===== src/pkg/dcc_pkg.sv =====
// constants for the common configuration word and its serial link
// assumes a single 20 MHz core clock; link edges are sampled on it
package dcc_pkg;
  // ----------------------------------------
  // word layout and reset value
  // ----------------------------------------
  localparam int          CFG_W     = 48;
  localparam logic [47:0] CFG_RESET = 48'h2000_E000_0107;
  localparam int CASC_LSB  = 0;
  localparam int PDC_BIT   = 8;
  localparam int PS_BIT    = 12;
  localparam int PSP_LSB   = 13;
  localparam int OLR_BIT   = 15;
  localparam int SCAN_LSB  = 16;
  localparam int SUBP_LSB  = 22;
  localparam int RANGE_BIT = 28;
  localparam int MUL_LSB   = 29;
  localparam int DLYR_LSB  = 36;
  localparam int DLYG_LSB  = 39;
  localparam int DLYB_LSB  = 42;
  localparam int SLR_BIT   = 47;
  // ----------------------------------------
  // link command codes and counts
  // ----------------------------------------
  localparam int          CMD_W     = 16;
  localparam logic [15:0] CMD_WRITE = 16'hAA00;
  localparam logic [15:0] CMD_READ  = 16'hAA60;
  localparam logic [5:0]  LAST_BIT  = 6'h2F;
  // power saving plus thresholds in eighths of a segment
  localparam logic [2:0]  PSP_OFF   = 3'h0;
  localparam logic [2:0]  PSP_QTR   = 3'h2;
  localparam logic [2:0]  PSP_HALF  = 3'h4;
  localparam logic [2:0]  PSP_7_8   = 3'h7;
  typedef enum logic [1:0] {
    ST_HUNT  = 2'b00,
    ST_WDATA = 2'b01,
    ST_RDATA = 2'b11
  } dcc_state_t;
endpackage


===== src/pkg/dcc_link_if.sv =====
// word path between the serial link engine and the config core
// assumes both ends run on the same core clock
`timescale 1ns/1ps
`default_nettype none
interface dcc_link_if;
  logic        wr_commit;
  logic [47:0] wr_data;
  logic [47:0] rd_data;
  modport link (output wr_commit, output wr_data, input rd_data);
  modport core (input wr_commit, input wr_data, output rd_data);
endinterface
`default_nettype wire


===== src/core/dcc_link.sv =====
// serial command engine: dual-edge receive, write capture, readback
// assumes sclk and sin come from pins, foreign to mclk
`timescale 1ns/1ps
`default_nettype none
module dcc_link
  import dcc_pkg::*;
(
  input  wire logic mclk,   // core clock
  input  wire logic rst,    // sync reset
  input  wire logic sclk,   // link clock pin
  input  wire logic sin,    // link data in
  output logic      sout,   // link data out
  dcc_link_if.link  lnk     // word path
);
  // ----------------------------------------
  // pin synchronisers and edge detect
  // ----------------------------------------
  logic sclk_m, sclk_s, sclk_d, sin_m, sin_s;
  logic edge_seen;
  always_ff @(posedge mclk) begin
    if (rst) begin
      {sclk_m, sclk_s, sclk_d, sin_m, sin_s} <= 5'h00;
    end else begin
      {sclk_m, sclk_s, sclk_d} <= {sclk, sclk_m, sclk_s};
      {sin_m, sin_s}           <= {sin, sin_m};
    end
  end
  // both link edges carry a bit
  assign edge_seen = sclk_s ^ sclk_d;

  // ----------------------------------------
  // command state machine
  // ----------------------------------------
  dcc_state_t  st, next_st;
  logic [5:0]  cnt, next_cnt;
  logic [47:0] sh, next_sh, osh, next_osh, next_wdata;
  logic        next_sout, next_commit;
  logic [15:0] cmd_now;
  assign cmd_now = {sh[14:0], sin_s};
  // next values; shifter cleared on exit so data never aliases a command
  always_comb begin
    next_st     = st;
    next_cnt    = cnt;
    next_sh     = edge_seen ? {sh[46:0], sin_s} : sh;
    next_osh    = osh;
    next_sout   = sout;
    next_commit = 1'b0;
    next_wdata  = lnk.wr_data;
    unique case (st)
      ST_HUNT: begin
        if (edge_seen && cmd_now == CMD_WRITE) begin
          next_st  = ST_WDATA;
          next_cnt = 6'h00;
          next_sh  = 48'h0;
        end else if (edge_seen && cmd_now == CMD_READ) begin
          next_st   = ST_RDATA;
          next_cnt  = 6'h00;
          next_sh   = 48'h0;
          next_sout = lnk.rd_data[47];
          next_osh  = {lnk.rd_data[46:0], 1'b0};
        end
      end
      ST_WDATA: begin
        if (edge_seen) begin
          next_cnt = cnt + 6'h01;
          if (cnt == LAST_BIT) begin
            next_commit = 1'b1;
            next_wdata  = {sh[46:0], sin_s};
            next_st     = ST_HUNT;
            next_sh     = 48'h0;
          end
        end
      end
      ST_RDATA: begin
        if (edge_seen) begin
          next_cnt  = cnt + 6'h01;
          next_sout = osh[47];
          next_osh  = {osh[46:0], 1'b0};
          if (cnt == LAST_BIT) begin
            next_st   = ST_HUNT;
            next_sout = 1'b0;
            next_sh   = 48'h0;
          end
        end
      end
      default: next_st = ST_HUNT;
    endcase
  end
  // registers only
  always_ff @(posedge mclk) begin
    if (rst) begin
      st            <= ST_HUNT;
      cnt           <= 6'h00;
      sh            <= 48'h0;
      osh           <= 48'h0;
      sout          <= 1'b0;
      lnk.wr_commit <= 1'b0;
      lnk.wr_data   <= 48'h0;
    end else begin
      st            <= next_st;
      cnt           <= next_cnt;
      sh            <= next_sh;
      osh           <= next_osh;
      sout          <= next_sout;
      lnk.wr_commit <= next_commit;
      lnk.wr_data   <= next_wdata;
    end
  end

  // ----------------------------------------
  // checks
  // ----------------------------------------
  a_commit_after_48: assert property (
    @(posedge mclk) disable iff (rst)
    lnk.wr_commit |-> $past(st) == ST_WDATA && $past(cnt) == LAST_BIT)
    else $error("commit without full word");
  a_write_cmd_entry: assert property (
    @(posedge mclk) disable iff (rst)
    (st == ST_HUNT && edge_seen && cmd_now == CMD_WRITE)
      |=> st == ST_WDATA && cnt == 6'h00 && !lnk.wr_commit)
    else $error("write command not taken");
endmodule
`default_nettype wire


===== src/core/dcc_config.sv =====
// common configuration word of the matrix led driver, with its
// frame-store line counter and subperiod segment sequencer
// assumes line_written, segment_tick and forward_pwm_mode are mclk logic
`timescale 1ns/1ps
`default_nettype none
//
// Contract
// - bits 4..0 hold cascade count; code n means n+1 devices.
// - bit 8 enables pre-discharge; resets to one.
// - bit 12 enables power saving; resets to zero.
// - bits 14..13 select power saving plus threshold: off, 1/4, 1/2, 7/8.
// - bit 15 enables open led removal; resets to zero.
// - bits 21..16 give scan lines as code plus one; reset zero.
// - bits 24..22 give sixteen times code plus one subperiods.
// - bit 28 picks multiplier range, low 40-80 or high 80-160 MHz.
// - bits 32..29 make grayscale clock code+1 times link clock; reset eight.
// - three-bit colour group delays, active only in forward pwm mode.
// - bit 47 enables short led caterpillar removal; resets to zero.
// - line counter advances per stored line, wraps after the last scan line.
// - each subperiod splits into one segment per scan line.
module dcc_config
  import dcc_pkg::*;
(
  input  wire logic  mclk,                     // core clock, 20 MHz
  input  wire logic  rst,                      // sync reset, high
  input  wire logic  sclk,                     // link clock pin
  input  wire logic  sin,                      // link data in
  output logic       sout,                     // link data out
  input  wire logic  line_written,             // one line stored
  input  wire logic  segment_tick,             // one segment ended
  input  wire logic  forward_pwm_mode,         // pwm runs forward
  output logic [4:0] cascade_count,            // chain code
  output logic       predischarge_enable,      // pre-discharge on
  output logic       power_saving_enable,      // power saving on
  output logic [1:0] power_saving_plus_select, // plus mode code
  output logic       open_led_removal_enable,  // open removal on
  output logic [5:0] scan_line_count,          // scan code
  output logic [2:0] subperiod_count,          // subperiod code
  output logic       multiplier_range_select,  // high range
  output logic [3:0] multiplier_factor,        // multiplier code
  output logic [2:0] red_group_delay,          // red delay code
  output logic [2:0] green_group_delay,        // green delay code
  output logic [2:0] blue_group_delay,         // blue delay code
  output logic       short_led_removal_enable, // short removal on
  output logic [5:0] device_total,             // devices in chain
  output logic [6:0] active_lines,             // scan lines used
  output logic [7:0] subperiods_per_frame,     // subperiods
  output logic [4:0] grayscale_clock_multiple, // clock multiple
  output logic [2:0] psp_threshold_eighths,    // plus threshold
  output logic [2:0] red_delay_active,         // applied red delay
  output logic [2:0] green_delay_active,       // applied green delay
  output logic [2:0] blue_delay_active,        // applied blue delay
  output logic [5:0] line_count,               // store line
  output logic       frame_stored,             // frame done pulse
  output logic [5:0] segment_index,            // segment in subperiod
  output logic [6:0] subperiod_index,          // subperiod in frame
  output logic       frame_shown               // last segment pulse
);
  // ----------------------------------------
  // link engine
  // ----------------------------------------
  dcc_link_if lnk ();
  dcc_link u_link (
    .mclk (mclk),
    .rst  (rst),
    .sclk (sclk),
    .sin  (sin),
    .sout (sout),
    .lnk  (lnk.link)
  );

  // ----------------------------------------
  // configuration word
  // ----------------------------------------
  logic [47:0] cfg, next_cfg;
  // reserved bits stored as written; the controller keeps them at reset
  // atomic update
  always_comb begin
    next_cfg = lnk.wr_commit ? lnk.wr_data : cfg;
  end
  always_ff @(posedge mclk) begin
    if (rst) begin
      cfg <= CFG_RESET;
    end else begin
      cfg <= next_cfg;
    end
  end
  assign lnk.rd_data = cfg;

  // field views, each straight off the word register
  // cascade code
  assign cascade_count            = cfg[CASC_LSB +: 5];
  assign predischarge_enable      = cfg[PDC_BIT];
  assign power_saving_enable      = cfg[PS_BIT];
  assign power_saving_plus_select = cfg[PSP_LSB +: 2];
  assign open_led_removal_enable  = cfg[OLR_BIT];
  assign scan_line_count          = cfg[SCAN_LSB +: 6];
  assign subperiod_count          = cfg[SUBP_LSB +: 3];
  assign multiplier_range_select  = cfg[RANGE_BIT];
  assign multiplier_factor        = cfg[MUL_LSB +: 4];
  assign red_group_delay          = cfg[DLYR_LSB +: 3];
  assign green_group_delay        = cfg[DLYG_LSB +: 3];
  assign blue_group_delay         = cfg[DLYB_LSB +: 3];
  assign short_led_removal_enable = cfg[SLR_BIT];

  // ----------------------------------------
  // decoded settings
  // ----------------------------------------
  logic [5:0] next_dev;
  logic [6:0] next_lines;
  logic [7:0] next_subp;
  logic [4:0] next_mul;
  logic [2:0] next_psp, next_dr, next_dg, next_db;
  // decoded one cycle after the word, so every output is a flop
  always_comb begin
    next_dev   = {1'b0, cascade_count} + 6'h01;
    next_lines = {1'b0, scan_line_count} + 7'h01;
    next_subp  = {({1'b0, subperiod_count} + 4'h1), 4'h0};
    next_mul   = {1'b0, multiplier_factor} + 5'h01;
    unique case (power_saving_plus_select)
      2'h0: next_psp = PSP_OFF;
      2'h1: next_psp = PSP_QTR;
      2'h2: next_psp = PSP_HALF;
      2'h3: next_psp = PSP_7_8;
    endcase
    next_dr = forward_pwm_mode ? red_group_delay   : 3'h0;
    next_dg = forward_pwm_mode ? green_group_delay : 3'h0;
    next_db = forward_pwm_mode ? blue_group_delay  : 3'h0;
  end
  always_ff @(posedge mclk) begin
    if (rst) begin
      device_total          <= 6'h00;
      active_lines          <= 7'h00;
      subperiods_per_frame  <= 8'h00;
      grayscale_clock_multiple <= 5'h00;
      psp_threshold_eighths <= 3'h0;
      red_delay_active      <= 3'h0;
      green_delay_active    <= 3'h0;
      blue_delay_active     <= 3'h0;
    end else begin
      device_total          <= next_dev;
      active_lines          <= next_lines;
      subperiods_per_frame  <= next_subp;
      grayscale_clock_multiple <= next_mul;
      psp_threshold_eighths <= next_psp;
      red_delay_active      <= next_dr;
      green_delay_active    <= next_dg;
      blue_delay_active     <= next_db;
    end
  end

  // ----------------------------------------
  // frame store and display sequencing
  // ----------------------------------------
  logic [5:0] next_line, next_seg;
  logic [6:0] next_sidx, subp_last;
  logic       next_fstore, next_fshow;
  // a scan change mid-frame takes effect at the next compare
  assign subp_last = {subperiod_count, 4'hF};
  always_comb begin
    next_line   = line_count;
    next_fstore = 1'b0;
    next_seg    = segment_index;
    next_sidx   = subperiod_index;
    next_fshow  = 1'b0;
    if (line_written) begin
      if (line_count >= scan_line_count) begin
        next_line   = 6'h00;
        next_fstore = 1'b1;
      end else begin
        next_line = line_count + 6'h01;
      end
    end
    if (segment_tick) begin
      if (segment_index >= scan_line_count) begin
        next_seg = 6'h00;
        if (subperiod_index >= subp_last) begin
          next_sidx  = 7'h00;
          next_fshow = 1'b1;
        end else begin
          next_sidx = subperiod_index + 7'h01;
        end
      end else begin
        next_seg = segment_index + 6'h01;
      end
    end
  end
  always_ff @(posedge mclk) begin
    if (rst) begin
      line_count      <= 6'h00;
      frame_stored    <= 1'b0;
      segment_index   <= 6'h00;
      subperiod_index <= 7'h00;
      frame_shown     <= 1'b0;
    end else begin
      line_count      <= next_line;
      frame_stored    <= next_fstore;
      segment_index   <= next_seg;
      subperiod_index <= next_sidx;
      frame_shown     <= next_fshow;
    end
  end

  // ----------------------------------------
  // checks
  // ----------------------------------------
  a_cfg_commit: assert property (
    @(posedge mclk) disable iff (rst)
    lnk.wr_commit |=> cfg == $past(lnk.wr_data))
    else $error("word not taken on commit");
  a_cfg_hold: assert property (
    @(posedge mclk) disable iff (rst)
    !lnk.wr_commit |=> $stable(cfg))
    else $error("word changed without commit");
  a_reset_word: assert property (
    @(posedge mclk) disable iff (rst)
    $fell(rst) |-> predischarge_enable && cfg == CFG_RESET
      && !power_saving_enable && !short_led_removal_enable)
    else $error("wrong word after reset");
  a_dev_total: assert property (
    @(posedge mclk) disable iff (rst)
    lnk.wr_commit ##2 1'b1 |-> device_total == $past(lnk.wr_data[4:0], 2) + 6'h01)
    else $error("device total not code plus one");
  a_lines_mul: assert property (
    @(posedge mclk) disable iff (rst)
    !$past(rst) |-> grayscale_clock_multiple == $past(multiplier_factor) + 5'h01
      && active_lines == $past(scan_line_count) + 7'h01)
    else $error("clock multiple or line count wrong");
  a_psp_thresh: assert property (
    @(posedge mclk) disable iff (rst)
    power_saving_plus_select == 2'h3 ##1 $stable(cfg) |-> psp_threshold_eighths == 3'h7)
    else $error("seven eighths threshold wrong");
  a_grp_delay: assert property (
    @(posedge mclk) disable iff (rst)
    !forward_pwm_mode |=> red_delay_active == 3'h0 && blue_delay_active == 3'h0)
    else $error("group delay outside forward mode");
  a_line_wrap: assert property (
    @(posedge mclk) disable iff (rst)
    line_written && line_count == scan_line_count |=> line_count == 6'h00 && frame_stored)
    else $error("line counter did not wrap");
  a_subp_wrap: assert property (
    @(posedge mclk) disable iff (rst)
    segment_tick && segment_index == scan_line_count && subperiod_index == subp_last
      |=> segment_index == 6'h00 && subperiod_index == 7'h00 && frame_shown)
    else $error("subperiod sequence did not wrap");
  a_cascade_commit: assert property (
    @(posedge mclk) disable iff (rst)
    lnk.wr_commit |=> cascade_count == $past(lnk.wr_data[CASC_LSB +: 5]))
    else $error("cascade code not taken");
  a_ps_commit: assert property (
    @(posedge mclk) disable iff (rst)
    lnk.wr_commit |=> power_saving_enable == $past(lnk.wr_data[PS_BIT]))
    else $error("power saving bit not taken");
  a_psp_quarter: assert property (
    @(posedge mclk) disable iff (rst)
    power_saving_plus_select == 2'h1 ##1 $stable(cfg) |-> psp_threshold_eighths == 3'h2)
    else $error("quarter threshold wrong");
  a_olr_commit: assert property (
    @(posedge mclk) disable iff (rst)
    lnk.wr_commit |=> open_led_removal_enable == $past(lnk.wr_data[OLR_BIT]))
    else $error("open removal bit not taken");
  a_scan_commit: assert property (
    @(posedge mclk) disable iff (rst)
    lnk.wr_commit |=> scan_line_count == $past(lnk.wr_data[SCAN_LSB +: 6]))
    else $error("scan code not taken");
  a_subp_total: assert property (
    @(posedge mclk) disable iff (rst)
    !$past(rst) |-> subperiods_per_frame == ({1'b0, $past(subperiod_count)} + 4'h1) * 8'h10)
    else $error("subperiod total wrong");
  a_range_commit: assert property (
    @(posedge mclk) disable iff (rst)
    lnk.wr_commit |=> multiplier_range_select == $past(lnk.wr_data[RANGE_BIT]))
    else $error("range bit not taken");
  a_delay_fwd: assert property (
    @(posedge mclk) disable iff (rst)
    forward_pwm_mode |=> green_delay_active == $past(green_group_delay))
    else $error("group delay lost in forward mode");
  a_short_commit: assert property (
    @(posedge mclk) disable iff (rst)
    lnk.wr_commit |=> short_led_removal_enable == $past(lnk.wr_data[SLR_BIT]))
    else $error("short removal bit not taken");
  a_line_step: assert property (
    @(posedge mclk) disable iff (rst)
    line_written && line_count < scan_line_count
      |=> line_count == $past(line_count) + 6'h01 && !frame_stored)
    else $error("line counter did not step");
  a_seg_step: assert property (
    @(posedge mclk) disable iff (rst)
    segment_tick && segment_index < scan_line_count
      |=> segment_index == $past(segment_index) + 6'h01
      && subperiod_index == $past(subperiod_index))
    else $error("segment counter did not step");
endmodule
`default_nettype wire


===== config.mk =====
export PLATFORM = sky130hd
export DESIGN_NAME = dcc_config
export DESIGN_NICKNAME = d
export VERILOG_FILES = /design/src/pkg/dcc_pkg.sv /design/src/pkg/dcc_link_if.sv /design/src/core/dcc_link.sv /design/src/core/dcc_config.sv
export SDC_FILE = /design/constraint.sdc
export NUM_CORES = 1
export LEC_CHECK = 0
export CAP_MARGIN = 20
export CORE_MARGIN = 5
export CORE_UTILIZATION = 50
export CTS_BUF_LIST = sky130_fd_sc_hd__clkbuf_4 sky130_fd_sc_hd__clkbuf_8
export DETAILED_ROUTE_END_ITERATION = 12
export DONT_BUFFER_PORTS = 1
export PLACE_DENSITY_LB_ADDON = 0.2
export SLEW_MARGIN = 25
export SYNTH_ARGS = -nofsm -noshare
export SYNTH_HDL_FRONTEND = slang
export SYNTH_SLANG_ARGS = --single-unit

===== constraint.sdc =====
create_clock -name mclk -period 4.6 [get_ports mclk]
set_input_delay 0.46 -clock mclk [delete_from_list [all_inputs] [get_ports mclk]]
set_output_delay 0.46 -clock mclk [all_outputs]
set_load 0.1 [all_outputs]

==> results.sh <==
export IMPL_yosys_warnings=0
export IMPL_fp_dieW_um=156
export IMPL_root_buffer="clkbuf_8"
export IMPL_die_h_um=156
export IMPL_path_class="reg -> reg"
export IMPL_clock_sinks=260
export IMPL_vias=7896
export IMPL_start_kind="register"
export IMPL_r2r_start="segment_index[5]$_SDFFE_PP0P_"
export IMPL_hold_viol_final=0
export IMPL_rows=53
export IMPL_cp_end_kind="register"
export IMPL_antenna_cells=0
export IMPL_grt_pass1_vias=7525
export IMPL_maxCapViolCount=0
export IMPL_clkTransAtPathRegs_ns=0.06
export IMPL_synth_main_ff_cell="dfxtp_1"
export IMPL_clockBufferDepth=3
export IMPL_yosysTopAreaCellShare_pct=48.9
export IMPL_postCtsSetupBuffers=0
export IMPL_crit_path_start="segment_index[5]$_SDFFE_PP0P_"
export IMPL_synth_seq_cells=260
export IMPL_worstPathMaxFanout=7
export IMPL_final_cell_area_sq_um=11700
export IMPL_fin_nets=1196
export IMPL_most_common_layout_cells="nand2_1, dfxtp_1, a21oi_1"
export IMPL_fin_crit_sh_pct=57.1
export IMPL_drive_above_1_share_pct=15.6
export IMPL_dp_cells=1392
export IMPL_drtAntennaViolNets=0
export IMPL_async_flop_share_pct=0
export IMPL_drt_iter0_drc=461
export IMPL_firstDrtPassIters=5
export IMPL_ctsResizeCount=0
export IMPL_holdBufCountCts=3
export IMPL_holdPathStages=2
export IMPL_setup_tns_ns=0
export IMPL_finalSetupViolCount=0
export IMPL_yosys_top_cells_area="dfxtp_1, nand2_1, a21oi_1"
export IMPL_grt_overflow_total=0
export IMPL_grt_usage_pct=19.0
export IMPL_placed_cell_area_sq_um=10700
export IMPL_area_growth_pct=9.61
export IMPL_drv_slew=0
export IMPL_gp_congestion=0.780
export IMPL_synth_seq_area_share_pct=48.9
export IMPL_htreeDepth=2
export IMPL_min_from="line_written"
export IMPL_cp_arrival_ns=3.09
export IMPL_drc=0
export IMPL_grt_max_degree=133
export IMPL_synth_edf_count=0
export IMPL_n_fill_cell=1930
export IMPL_instances_no_fill=1471
export IMPL_avgSynthCellArea_sq_um=8.90
export IMPL_worstSkewPairLatency_ns=0.55
export IMPL_grt_pass1_wl_um=38400
export IMPL_numCtsBuffers=44
export IMPL_dieArea_sq_um=24300
export IMPL_power_density_nw_per_um2=388
export IMPL_cts_tree="built"
export IMPL_worst_clock_skew_ns=0.0276
export IMPL_tightest_slew_ns=1.11
export IMPL_initial_utilization_pct=50.7
export IMPL_final_common_cell="nand2_1"
export IMPL_r2r_cells=6
export IMPL_slew_headroom_pct=26.0
export IMPL_syn_instance_count=1196
export IMPL_irDropWorstVdd_mv=0.279
export IMPL_antenna_found_initial=0
export IMPL_core_sq_um=21000
export IMPL_fmax_mhz=381
export IMPL_run_status="finished clean"
export IMPL_wl_per_cell_um=15.7
export IMPL_port_buffers=0
export IMPL_routed_via_density=5.37
export IMPL_rsz0062_at_grt="no"
export IMPL_ys_types=51
export IMPL_dp_hpwl_um=13400
export IMPL_total_leakage_power_nw=4.07
export IMPL_crit_required_ns=5.07
export IMPL_wirelength_um=23000
export IMPL_boundaryPins=101
export IMPL_synth_top_cell_by_area="dfxtp_1"
export IMPL_finalCriticalPeriod_ns=2.63
export IMPL_synth_area_sq_um=10700
export IMPL_hp_class="in -> reg"
## report_power, final
part	switching, W	leakage, nW	internal (W)
Combinational	0.0000890	1.48	0.0000178
Clock	0.000898	0.493	0.00124
Sequential	0.0000231	2.10	0.00226
Total	0.00101	4.07	0.00352
## area by class of cell
class | instances | area, sq um | area share [%]
Multi-Input combinational cell | 815 | 4850 | 41.6
Inverter | 13 | 48.8 | 0.418
Clock buffer | 71 | 865 | 7.41
Clock inverter | 5 | 62.6 | 0.536
Timing Repair Buffer | 32 | 283 | 2.42
Sequential cell | 260 | 5220 | 44.7
Tap cell | 275 | 344 | 2.95
## through the flow
stage / utilization (%) / power (W) / setup slack [ns] / hold WS, ns
after floorplan: - / 0.00241 / 2.21 / 0.414
after global placement: 50.7 / 0.00240 / 2.06 / 0.418
after detailed placement: 50.8 / 0.00240 / 2.02 / 0.431
after CTS: 55.5 / 0.00459 / 2.00 / 0.00543
after global routing: 55.5 / 0.00471 / 1.73 / 0.0105
final: 55.5 / 0.00453 / 1.97 / 0.0352
## sequential cells by signal, indices dropped and copies added (netlist names), 7 cells and up
signal              flops
active_lines            7
cfg                    48
subperiod_index         7
u_link.lnk.wr_data     48
u_link.osh             47
u_link.sh              47
## Yosys cell counts (3+ instances only)
library cell    n
clkbuf_1       46
a21o_1          6
xnor2_1         9
nand4b_1        5
dfxtp_1       260
nor2_1         72
a22oi_1        36
nor3_1         13
inv_1          13
a22oi_2        10
buf_1           3
o21ai_0         6
xor2_1         10
buf_4          38
a21oi_1       164
nor2b_1        20
nor4_1          4
buf_2          21
mux2_2         46
nand2b_1        3
buf_6           3
a32oi_1         4
a211o_1         8
nand3_1        24
ha_1           23
or3_1           4
and2_1         10
mux2i_1        41
nand4_1         6
nand2_1       263
## metal layers
layer	wire length, um	up-vias	GRT usage [%]
met4	411	0	4.84
met2	10800	133	31.5
met5	0	-	0
li1	-	3981	-
met1	10700	3747	25.0
met3	1120	35	4.47
## path summary, 6_finish.rpt
kind,slack (ns),to
min reg2reg,0.44,u_link.sclk_s$_SDFF_PP0_
min,0.04,frame_stored$_SDFF_PP0_
max reg2reg,1.97,subperiod_index[4]$_SDFFE_PP0P_
max,1.97,subperiod_index[4]$_SDFFE_PP0P_
## worst max-delay path: stages, from the launching register on
cell and delay [ns]:
dfxtp_1 1.00, ha_1 0.42, a21oi_1 0.19, o22ai_1 0.13
a21oi_1 0.43, o21ai_0 0.19, a21oi_1 0.18
## kinds of logic after synthesis
| logic type | Yosys count | share of synthesized area, % |
|---|---|---|
| AND/OR/NAND/NOR | 439 | 18.1 |
| flip-flops | 260 | 48.9 |
| AO/OA/AOI/OAI | 242 | 13.7 |
| buffers and inverters | 124 | 6.17 |
| multiplexers | 87 | 8.72 |
| adder cells (fa/ha/maj) | 23 | 2.70 |
| XOR/XNOR | 20 | 1.72 |
| other | 1 | 0.0352 |
Power figures use the tool's default switching activity.
